**src/inc/mcu_exec_pkg.sv**
```systemverilog
// Purpose: Shared constants and types for the instruction execution core
// Assumes: Instruction word layout and function codes are local to this core
// Notes: Carry after a subtract is set when no borrow occurred
package mcu_exec_pkg;

  // ****************************************
  // Instruction cycle timing
  // ****************************************
  localparam int PHASES = 4;
  localparam logic [1:0] PH_READ = 2'h1;
  localparam logic [1:0] PH_EXEC = 2'h2;
  localparam logic [1:0] PH_LAST = 2'(PHASES - 1);

  // ****************************************
  // Instruction word fields
  // ****************************************
  localparam int INSTR_W = 19;
  localparam int DEST_BIT = 18;
  localparam int FUNC_MSB = 17;
  localparam int FUNC_LSB = 12;
  localparam int BIT_MSB = 10;
  localparam int BIT_LSB = 8;
  localparam int BYTE_MSB = 7;
  localparam int TGT_W = 12;

  // ****************************************
  // Data space and reset values
  // ****************************************
  localparam logic [7:0] PC_LOW_ADDR = 8'h02;
  localparam logic [7:0] BYTE_ZERO = 8'h00;
  localparam logic [7:0] BYTE_ONE = 8'h01;
  localparam logic [8:0] BYTE_MAX = 9'h0ff;

  typedef enum logic [5:0] {
    F_NOP, F_TRANSFER, F_TRANSFER_IMM, F_ADD, F_ADD_C, F_ADD_IMM, F_SUBTRACT, F_SUB_C,
    F_SUB_IMM, F_AND, F_OR, F_XOR, F_AND_IMM, F_OR_IMM, F_XOR_IMM, F_INVERT, F_ADD_ONE,
    F_SUB_ONE, F_ROT_R, F_ROT_L, F_ROT_R_C, F_ROT_L_C, F_BIT_CLR, F_BIT_SET, F_CLEAR,
    F_JUMP, F_CALL, F_SUB_EXIT, F_INT_EXIT, F_SKIP_Z, F_SKIP_BIT_Z, F_SKIP_BIT_NZ,
    F_SKIP_INC_Z, F_SKIP_DEC_Z, F_TABLE_RD, F_POWER_DOWN
  } func_t;

  typedef enum logic [3:0] {
    ST_RUN = 4'b0001,
    ST_FLUSH = 4'b0010,
    ST_TABLE = 4'b0100,
    ST_HALT = 4'b1000
  } state_t;

endpackage

```
**src/hw/mcu_instruction_execution.sv**
```systemverilog
// Purpose: Instruction execution and timing of an 8-bit accumulator core
// Assumes: Program and data memories answer within the same instruction cycle
// Notes: Overview of rules below
`timescale 1ns/10ps
module mcu_instruction_execution #(
  parameter int PC_W = 12,
  parameter int STACK_DEPTH = 4
)(
  input logic CLK_IN,
  input logic RESET_IN,
  input logic WAKE_IN,
  output logic [PC_W-1:0] PROG_ADDR_OUT,
  input logic [mcu_exec_pkg::INSTR_W-1:0] PROG_DATA_IN,
  output logic [7:0] DATA_ADDR_OUT,
  input logic [7:0] DATA_RDATA_IN,
  output logic [7:0] DATA_WDATA_OUT,
  output logic DATA_WR_OUT,
  output logic [7:0] ACC_OUT,
  output logic ZERO_OUT,
  output logic CARRY_OUT,
  output logic AUX_CARRY_OUT,
  output logic OVERFLOW_OUT,
  output logic HALTED_OUT,
  output logic CYCLE_END_OUT
);

  localparam int SP_W = $clog2(STACK_DEPTH);

  // ****************************************
  // State
  // ****************************************
  mcu_exec_pkg::state_t state_r, state_nxt;
  logic [1:0] phase_r, phase_nxt;
  logic [PC_W-1:0] pc_r, pc_nxt;
  logic [mcu_exec_pkg::INSTR_W-1:0] ir_r, ir_nxt;
  logic [7:0] dm_addr_r, dm_addr_nxt;
  logic [7:0] opnd_r, opnd_nxt;
  logic [7:0] acc_r, acc_nxt;
  logic z_r, z_nxt, c_r, c_nxt, ac_r, ac_nxt, ov_r, ov_nxt;
  logic [7:0] wdata_r, wdata_nxt;
  logic wr_r, wr_nxt;
  logic skip_r, skip_nxt;
  logic [SP_W-1:0] sp_r, sp_nxt;
  logic push;
  logic [PC_W-1:0] stack_r [STACK_DEPTH];
  logic wake_meta_r, wake_sync_r;

  // ****************************************
  // Execute datapath
  // ****************************************
  mcu_exec_pkg::func_t func;
  logic dest_mem, is_imm, sub_op, cin, use_d;
  logic [7:0] imm, bsel, addend, res;
  logic [8:0] sum9;
  logic [4:0] half;
  logic a_we, m_we, rz, rc, rac, rov, rskip;
  logic pc_low_wr, cyc_end;

  localparam logic [7:0] BYTE_ONE_F = mcu_exec_pkg::BYTE_ONE;

  function automatic logic [7:0] bit_mask(input logic [2:0] idx);
    bit_mask = BYTE_ONE_F << idx;
  endfunction

  assign func = mcu_exec_pkg::func_t'(ir_r[mcu_exec_pkg::FUNC_MSB:mcu_exec_pkg::FUNC_LSB]);
  assign dest_mem = ir_r[mcu_exec_pkg::DEST_BIT];
  assign imm = ir_r[mcu_exec_pkg::BYTE_MSB:0];
  assign cyc_end = (phase_r == mcu_exec_pkg::PH_LAST);
  assign pc_low_wr = wr_r && (dm_addr_r == mcu_exec_pkg::PC_LOW_ADDR);

  always_comb
  begin
    is_imm = func inside {mcu_exec_pkg::F_ADD_IMM, mcu_exec_pkg::F_SUB_IMM,
      mcu_exec_pkg::F_AND_IMM, mcu_exec_pkg::F_OR_IMM, mcu_exec_pkg::F_XOR_IMM};
    sub_op = func inside {mcu_exec_pkg::F_SUBTRACT, mcu_exec_pkg::F_SUB_C,
      mcu_exec_pkg::F_SUB_IMM};
    bsel = is_imm ? imm : opnd_r;
    addend = sub_op ? ~bsel : bsel;
    cin = (func inside {mcu_exec_pkg::F_ADD_C, mcu_exec_pkg::F_SUB_C}) ? c_r : sub_op;
    sum9 = {1'b0, acc_r} + {1'b0, addend} + {8'h00, cin};
    half = {1'b0, acc_r[3:0]} + {1'b0, addend[3:0]} + {4'h0, cin};
    res = opnd_r;
    use_d = 1'b1;
    a_we = 1'b0;
    m_we = 1'b0;
    rz = z_r;
    rc = c_r;
    rac = ac_r;
    rov = ov_r;
    rskip = 1'b0;
    case (func)
      mcu_exec_pkg::F_TRANSFER: res = dest_mem ? acc_r : opnd_r;
      mcu_exec_pkg::F_TRANSFER_IMM: res = imm;
      mcu_exec_pkg::F_ADD, mcu_exec_pkg::F_ADD_C, mcu_exec_pkg::F_ADD_IMM,
      mcu_exec_pkg::F_SUBTRACT, mcu_exec_pkg::F_SUB_C, mcu_exec_pkg::F_SUB_IMM:
      begin
        res = sum9[7:0];
        rz = (sum9[7:0] == mcu_exec_pkg::BYTE_ZERO);
        rc = sum9[8];
        rac = half[4];
        rov = (acc_r[7] == addend[7]) && (sum9[7] != acc_r[7]);
      end
      mcu_exec_pkg::F_AND, mcu_exec_pkg::F_AND_IMM: res = acc_r & bsel;
      mcu_exec_pkg::F_OR, mcu_exec_pkg::F_OR_IMM: res = acc_r | bsel;
      mcu_exec_pkg::F_XOR, mcu_exec_pkg::F_XOR_IMM: res = acc_r ^ bsel;
      mcu_exec_pkg::F_INVERT: res = ~opnd_r;
      mcu_exec_pkg::F_ADD_ONE: res = opnd_r + mcu_exec_pkg::BYTE_ONE;
      mcu_exec_pkg::F_SUB_ONE: res = opnd_r - mcu_exec_pkg::BYTE_ONE;
      mcu_exec_pkg::F_ROT_R: res = {opnd_r[0], opnd_r[7:1]};
      mcu_exec_pkg::F_ROT_L: res = {opnd_r[6:0], opnd_r[7]};
      mcu_exec_pkg::F_ROT_R_C:
      begin
        res = {c_r, opnd_r[7:1]};
        rc = opnd_r[0];
      end
      mcu_exec_pkg::F_ROT_L_C:
      begin
        res = {opnd_r[6:0], c_r};
        rc = opnd_r[7];
      end
      mcu_exec_pkg::F_BIT_CLR, mcu_exec_pkg::F_BIT_SET:
      begin
        use_d = 1'b0;
        m_we = 1'b1;
        res = (func == mcu_exec_pkg::F_BIT_SET)
          ? (opnd_r | bit_mask(ir_r[mcu_exec_pkg::BIT_MSB:mcu_exec_pkg::BIT_LSB]))
          : (opnd_r & ~bit_mask(ir_r[mcu_exec_pkg::BIT_MSB:mcu_exec_pkg::BIT_LSB]));
      end
      mcu_exec_pkg::F_CLEAR:
      begin
        use_d = 1'b0;
        m_we = 1'b1;
        res = mcu_exec_pkg::BYTE_ZERO;
      end
      mcu_exec_pkg::F_SKIP_Z:
      begin
        use_d = 1'b0;
        a_we = !dest_mem;
        rskip = (opnd_r == mcu_exec_pkg::BYTE_ZERO);
      end
      mcu_exec_pkg::F_SKIP_BIT_Z, mcu_exec_pkg::F_SKIP_BIT_NZ:
      begin
        use_d = 1'b0;
        rskip = ((opnd_r & bit_mask(ir_r[mcu_exec_pkg::BIT_MSB:mcu_exec_pkg::BIT_LSB]))
          == mcu_exec_pkg::BYTE_ZERO) == (func == mcu_exec_pkg::F_SKIP_BIT_Z);
      end
      mcu_exec_pkg::F_SKIP_INC_Z, mcu_exec_pkg::F_SKIP_DEC_Z:
      begin
        res = (func == mcu_exec_pkg::F_SKIP_INC_Z) ? opnd_r + mcu_exec_pkg::BYTE_ONE
          : opnd_r - mcu_exec_pkg::BYTE_ONE;
        rskip = (res == mcu_exec_pkg::BYTE_ZERO);
      end
      default: use_d = 1'b0;
    endcase
    if (func inside {mcu_exec_pkg::F_AND, mcu_exec_pkg::F_OR, mcu_exec_pkg::F_XOR,
      mcu_exec_pkg::F_AND_IMM, mcu_exec_pkg::F_OR_IMM, mcu_exec_pkg::F_XOR_IMM,
      mcu_exec_pkg::F_INVERT, mcu_exec_pkg::F_ADD_ONE, mcu_exec_pkg::F_SUB_ONE})
      rz = (res == mcu_exec_pkg::BYTE_ZERO);
    if (use_d)
    begin
      m_we = dest_mem && !is_imm && (func != mcu_exec_pkg::F_TRANSFER_IMM);
      a_we = !m_we;
    end
  end

  // ****************************************
  // Sequencer
  // ****************************************
  always_comb
  begin
    state_nxt = state_r;
    phase_nxt = phase_r + 2'h1;
    pc_nxt = pc_r;
    ir_nxt = ir_r;
    dm_addr_nxt = dm_addr_r;
    opnd_nxt = opnd_r;
    acc_nxt = acc_r;
    z_nxt = z_r;
    c_nxt = c_r;
    ac_nxt = ac_r;
    ov_nxt = ov_r;
    wdata_nxt = wdata_r;
    wr_nxt = 1'b0;
    skip_nxt = skip_r;
    sp_nxt = sp_r;
    push = 1'b0;
    if (phase_r == mcu_exec_pkg::PH_READ)
      opnd_nxt = DATA_RDATA_IN;
    if (phase_r == mcu_exec_pkg::PH_EXEC && state_r == mcu_exec_pkg::ST_RUN)
    begin
      if (a_we)
        acc_nxt = res;
      wdata_nxt = res;
      wr_nxt = m_we;
      z_nxt = rz;
      c_nxt = rc;
      ac_nxt = rac;
      ov_nxt = rov;
      skip_nxt = rskip;
    end
    else if (phase_r == mcu_exec_pkg::PH_EXEC && state_r == mcu_exec_pkg::ST_TABLE)
    begin
      wdata_nxt = PROG_DATA_IN[mcu_exec_pkg::BYTE_MSB:0];
      wr_nxt = 1'b1;
    end
    if (cyc_end)
    begin
      skip_nxt = 1'b0;
      case (state_r)
        mcu_exec_pkg::ST_RUN:
        begin
          state_nxt = mcu_exec_pkg::ST_FLUSH;
          if (pc_low_wr)
            pc_nxt = {pc_r[PC_W-1:8], wdata_r};
          else if (func == mcu_exec_pkg::F_JUMP)
            pc_nxt = ir_r[PC_W-1:0];
          else if (func == mcu_exec_pkg::F_CALL)
          begin
            push = 1'b1;
            sp_nxt = sp_r + 1'b1;
            pc_nxt = ir_r[PC_W-1:0];
          end
          else if (func inside {mcu_exec_pkg::F_SUB_EXIT, mcu_exec_pkg::F_INT_EXIT})
          begin
            sp_nxt = sp_r - 1'b1;
            pc_nxt = stack_r[sp_r - 1'b1];
          end
          else if (func == mcu_exec_pkg::F_POWER_DOWN)
            state_nxt = mcu_exec_pkg::ST_HALT;
          else if (skip_r)
            pc_nxt = pc_r + 1'b1;
          else
          begin
            ir_nxt = PROG_DATA_IN;
            pc_nxt = pc_r + 1'b1;
            state_nxt = (func == mcu_exec_pkg::F_TABLE_RD) ? mcu_exec_pkg::ST_TABLE
              : mcu_exec_pkg::ST_RUN;
            if (func != mcu_exec_pkg::F_TABLE_RD)
              dm_addr_nxt = PROG_DATA_IN[mcu_exec_pkg::BYTE_MSB:0];
          end
        end
        mcu_exec_pkg::ST_FLUSH:
        begin
          ir_nxt = PROG_DATA_IN;
          dm_addr_nxt = PROG_DATA_IN[mcu_exec_pkg::BYTE_MSB:0];
          pc_nxt = pc_r + 1'b1;
          state_nxt = mcu_exec_pkg::ST_RUN;
        end
        mcu_exec_pkg::ST_TABLE:
        begin
          dm_addr_nxt = imm;
          state_nxt = mcu_exec_pkg::ST_RUN;
        end
        mcu_exec_pkg::ST_HALT:
          if (wake_sync_r)
            state_nxt = mcu_exec_pkg::ST_FLUSH;
        default: state_nxt = mcu_exec_pkg::ST_FLUSH;
      endcase
    end
  end

  always_ff @(posedge CLK_IN)
  begin
    wake_meta_r <= WAKE_IN;
    wake_sync_r <= wake_meta_r;
    if (push)
      stack_r[sp_r] <= pc_r;
    if (RESET_IN)
    begin
      state_r <= mcu_exec_pkg::ST_FLUSH;
      phase_r <= 2'h0;
      pc_r <= '0;
      ir_r <= '0;
      dm_addr_r <= mcu_exec_pkg::BYTE_ZERO;
      opnd_r <= mcu_exec_pkg::BYTE_ZERO;
      acc_r <= mcu_exec_pkg::BYTE_ZERO;
      {z_r, c_r, ac_r, ov_r} <= 4'h0;
      wdata_r <= mcu_exec_pkg::BYTE_ZERO;
      wr_r <= 1'b0;
      skip_r <= 1'b0;
      sp_r <= '0;
    end
    else
    begin
      state_r <= state_nxt;
      phase_r <= phase_nxt;
      pc_r <= pc_nxt;
      ir_r <= ir_nxt;
      dm_addr_r <= dm_addr_nxt;
      opnd_r <= opnd_nxt;
      acc_r <= acc_nxt;
      {z_r, c_r, ac_r, ov_r} <= {z_nxt, c_nxt, ac_nxt, ov_nxt};
      wdata_r <= wdata_nxt;
      wr_r <= wr_nxt;
      skip_r <= skip_nxt;
      sp_r <= sp_nxt;
    end
  end

  // ****************************************
  // Outputs
  // ****************************************
  assign PROG_ADDR_OUT = (state_r == mcu_exec_pkg::ST_TABLE) ? {pc_r[PC_W-1:8], acc_r} : pc_r;
  assign DATA_ADDR_OUT = dm_addr_r;
  assign DATA_WDATA_OUT = wdata_r;
  assign DATA_WR_OUT = wr_r;
  assign ACC_OUT = acc_r;
  assign {ZERO_OUT, CARRY_OUT, AUX_CARRY_OUT, OVERFLOW_OUT} = {z_r, c_r, ac_r, ov_r};
  assign HALTED_OUT = (state_r == mcu_exec_pkg::ST_HALT);
  assign CYCLE_END_OUT = cyc_end;

  logic run_exec;
  assign run_exec = (state_r == mcu_exec_pkg::ST_RUN) && (phase_r == mcu_exec_pkg::PH_EXEC);
endmodule // mcu_instruction_execution

```
**config.mk**
```make
export PLATFORM = sky130hd
export DESIGN_NAME = mcu_instruction_execution
export DESIGN_NICKNAME = d
export VERILOG_FILES = /design/src/inc/mcu_exec_pkg.sv /design/src/hw/mcu_instruction_execution.sv
export SDC_FILE = /design/constraint.sdc
export NUM_CORES = 1
export LEC_CHECK = 0
export BUFFER_PORTS_ARGS = -buffer_cell sky130_fd_sc_hd__buf_2
export CAP_MARGIN = 40
export CORE_MARGIN = 2
export CORE_UTILIZATION = 45
export CTS_CLUSTER_DIAMETER = 50
export DETAILED_ROUTE_END_ITERATION = 10
export GPL_TIMING_DRIVEN = 0
export PLACE_DENSITY = 0.64
export SLEW_MARGIN = 20
export SYNTH_ARGS = -nofsm -noshare
export SYNTH_HDL_FRONTEND = slang
export SYNTH_SLANG_ARGS = --single-unit
```
**constraint.sdc**
```tcl
create_clock -name CLK_IN -period 8.9 [get_ports CLK_IN]
set_input_delay 0 -clock CLK_IN [delete_from_list [all_inputs] [get_ports CLK_IN]]
set_output_delay 0 -clock CLK_IN [all_outputs]
set_load 0.03 [all_outputs]
```
==> results.sh <==
export IMPL_worst_setup_path_end_kind="flop"
export IMPL_maxSlewHeadroom_pct=40.5
export IMPL_detailroute_wirelength_met3_mm=2.74
export IMPL_synth_area_sq_um=8640
export IMPL_multi_input_combinational_cell_area_sq_um=5120
export IMPL_synth_seq_cells=127
export IMPL_synthArstFlopShare_pct=0
export IMPL_num_fill_cells=1727
export IMPL_gr_total_overflow=0
export IMPL_power_density_nw_per_um2=153
export IMPL_synth_top_cell_area_share_pct=18.3
export IMPL_grt_start_max_net_pins=17
export IMPL_timing_hold_worst_endpoint="wake_meta_r"
export IMPL_clkSinkCount=127
export IMPL_cp_data_required_time_ps=9240
export IMPL_post_cts_buffers=0
export IMPL_drt_first_pass_iters=6
export IMPL_setup_worst_path_start_class="flop"
export IMPL_floorplan_io_pins=73
export IMPL_drt_met1_wl_mm=13.3
export IMPL_synth_enable_flop_cells=48
export IMPL_worst_path_most_repeated_cell="sky130_fd_sc_hd__buf_2"
export IMPL_mostFrequentLayoutCells="112 x sky130_fd_sc_hd__nor2_1, 94 x sky130_fd_sc_hd__buf_2, 79 x sky130_fd_sc_hd__dfxtp_1"
export IMPL_postSynthCellCount=956
export IMPL_ff2ff_path_depth=18
export IMPL_synthesis_area_per_instance_sq_um=9.04
export IMPL_coreArea_sq_um=18800
export IMPL_min_path_type="in -> reg"
export IMPL_globalplace_congestion=0.968
export IMPL_seqCellArea_sq_um=3020
export IMPL_vias_per_cell=6.23
export IMPL_max_clock_path_buffers=2
export IMPL_antenna_found_initial=0
export IMPL_floorplan_die_area_sq_um=20300
export IMPL_clk_pin_slew_ps=70
export IMPL_cp_cell_sequence="buf_2 -> buf_2 -> clkbuf_1 -> inv_1 -> o211ai_1 -> a21o_1 -> buf_2 -> mux2i_1 -> xor2_1 -> fa_1 -> fa_1 -> nand3_1 -> a21boi_0 -> or4_1 -> o311ai_0 -> o2111ai_1 -> or3_1 -> o41ai_2"
export IMPL_hold_path_startpoint="WAKE_IN"
export IMPL_route_vias_total=8256
export IMPL_grt_setup_unrepaired="false"
export IMPL_timing_max_cap_violations=0
export IMPL_final_cell_area_sq_um=10200
export IMPL_status="finished clean"
export IMPL_p_total_mw=1.57
export IMPL_highest_signal_layer="met4"
export IMPL_path_class="reg -> reg"
export IMPL_crit_path_dat_ps=5420
export IMPL_detailed_place_area_sq_um=9300
export IMPL_slew_viol_final=0
export IMPL_vertical_die_dimension_um=143
export IMPL_die_width_um=143
export IMPL_number_of_warnings_issued_by_yosys=0
export IMPL_postSynthNetCount=1022
export IMPL_detail_route_antenna_nets=0
export IMPL_first_global_vias=7721
export IMPL_placement_io_buffers=72
export IMPL_slew_of_the_pin_with_the_lowest_slew_margin_ps=870
export IMPL_synth_seq_area_share_pct=35.0
export IMPL_period_minus_slack_ps=5090
export IMPL_dp_final_hpwl_mm=22.3
export IMPL_critPathMaxStageDelay_ps=480
export IMPL_route_detailed_wl_per_inst_um=22.8
export IMPL_mostFrequentLayoutCell="sky130_fd_sc_hd__nor2_1"
export IMPL_total_leakage_power_nw=3.92
export IMPL_worstPathBufferInverterCount=5
export IMPL_setup_viol=0
export IMPL_regToRegSetupSlack_ps=3810
export IMPL_synthFlopType="sky130_fd_sc_hd__dfxtp_1"
export IMPL_min_period_over_period_pct=57.1
export IMPL_post_synthesis_cell_type_with_the_largest_combined_area="sky130_fd_sc_hd__dfxtp_1"
export IMPL_grt_total_usage_pct=29.8
export IMPL_antennaDiodeCount=0
export IMPL_areaGrowthSynthToFinish_pct=18.2
export IMPL_holdPathStages=2
export IMPL_place_inst=1264
export IMPL_post_route_drc_count=0
export IMPL_synth_distinct_cells=86
export IMPL_vdd_ir_drop_max_v=0.000118
export IMPL_clk_root_buffer_cell="sky130_fd_sc_hd__clkbuf_16"
export IMPL_critical_path_depth=18
export IMPL_floorplan_rows=50
export IMPL_tritoncts_clock_tree="yes"
export IMPL_fmaxAchievable_ghz=0.197
export IMPL_rr_startpoint="ir_r[12]"
export IMPL_ys_top_cells_by_area="sky130_fd_sc_hd__dfxtp_1 18%, sky130_fd_sc_hd__edfxtp_1 17%, sky130_fd_sc_hd__mux2i_1 7.5%"
export IMPL_clock_skew_ps=13.5
export IMPL_critPathSlowestCell="sky130_fd_sc_hd__clkbuf_1"
export IMPL_regToRegEndpoint="ZERO_OUT"
export IMPL_layout_cells_non_filler=1326
export IMPL_layout_nets=1145
export IMPL_first_pass_grt_wire_length_mm=45.4
export IMPL_first_iter_violations=1040
export IMPL_cts_made_buffers=17
export IMPL_crit_path_max_fanout=10
export IMPL_htreeDepth=4
export IMPL_clk_insertion_delay_late_ps=440
export IMPL_timing_critical_path_max_delay_family="buffers and inverters"
export IMPL_fraction_of_final_layout_cells_with_drive_strength_greater_than_1_pct=17.2
export IMPL_initial_utilization_pct=46.0
export IMPL_detailroute_wirelength_met2_mm=13.3
export IMPL_setup_tns_final_ps=0
export IMPL_totalWireLength_mm=30.2
export IMPL_timing_hold_violations_final=0
-- logic make-up after synthesis --
logic type,share of synthesized area [%]
xor+xnor,3.74
fa+ha+maj,5.39
simple gates,20.0
compound gates,17.4
flops,35.0
buf+inv,5.72
mux,12.7
-- through the flow --
| step | hold WS, ps | utilization [%] | setup slack, ps |
|---|---|---|---|
| finish | 206 | 54.4 | 3810 |
| global route | 226 | 54.4 | 3480 |
| CTS | 209 | 54.4 | 3860 |
| detailed placement | 109 | 49.6 | 3920 |
| global placement | 104 | 49.5 | 3920 |
| floorplan | 27.7 | - | 4690 |
-- timing repair --
item                      in CTS  in global routing
hold buffers                  29                  0
resized for setup              0                  0
hold endpoints to repair      44                  0
-- report_power, final --
part           internal (mW)  total (mW)  switching (mW)  leakage [nW]
clock                  0.395       0.722           0.328         0.300
combinational         0.0819       0.223           0.141          2.53
sequential             0.609       0.621          0.0122          1.09
total                   1.09        1.57           0.481          3.92
-- flip-flops by register name (all words and copies together), names as in the netlist, 2 cells and up --
register / count
ACC_OUT: 8
DATA_ADDR_OUT: 8
DATA_WDATA_OUT: 8
ir_r: 19
opnd_r: 8
pc_r: 12
phase_r: 2
sp_r: 2
stack_r: 48
state_r: 4
-- area by class of cell --
class,count,area share (%)
clock inverter,14,1.54
timing repair buffer,104,6.54
tap,234,2.87
buffer,75,3.44
multi-input combinational,716,50.2
clock buffer,18,4.41
inverter,38,1.40
sequential,127,29.6
-- synth_stat cells, drive strengths merged (16+ instances only) --
cell and number:
o21ai 28, xor2 16, clkbuf 42, dfxtp 79, xnor2 20, nand2 58
inv 38, ha 34, buf 33, nand3 25, nor2 113, a21oi 56
a211oi 17, edfxtp 48, mux2i 65, nor3 27
-- metal layers --
layer	vias to the layer above	global-route usage, %
li1	3809	-
met1	3954	41.4
met2	423	45.7
met3	70	6.19
met4	0	11.7
met5	-	0
-- worst max path at each step --
stage               startpoint        to  slack (ps)
floorplan             ir_r[12]  ZERO_OUT        4690
global placement      ir_r[12]  ZERO_OUT        3920
detailed placement    ir_r[12]  ZERO_OUT        3920
CTS                   ir_r[12]  ZERO_OUT        3860
global route          ir_r[12]  ZERO_OUT        3480
finish                ir_r[12]  ZERO_OUT        3810
Power figures use the tool's default switching activity.
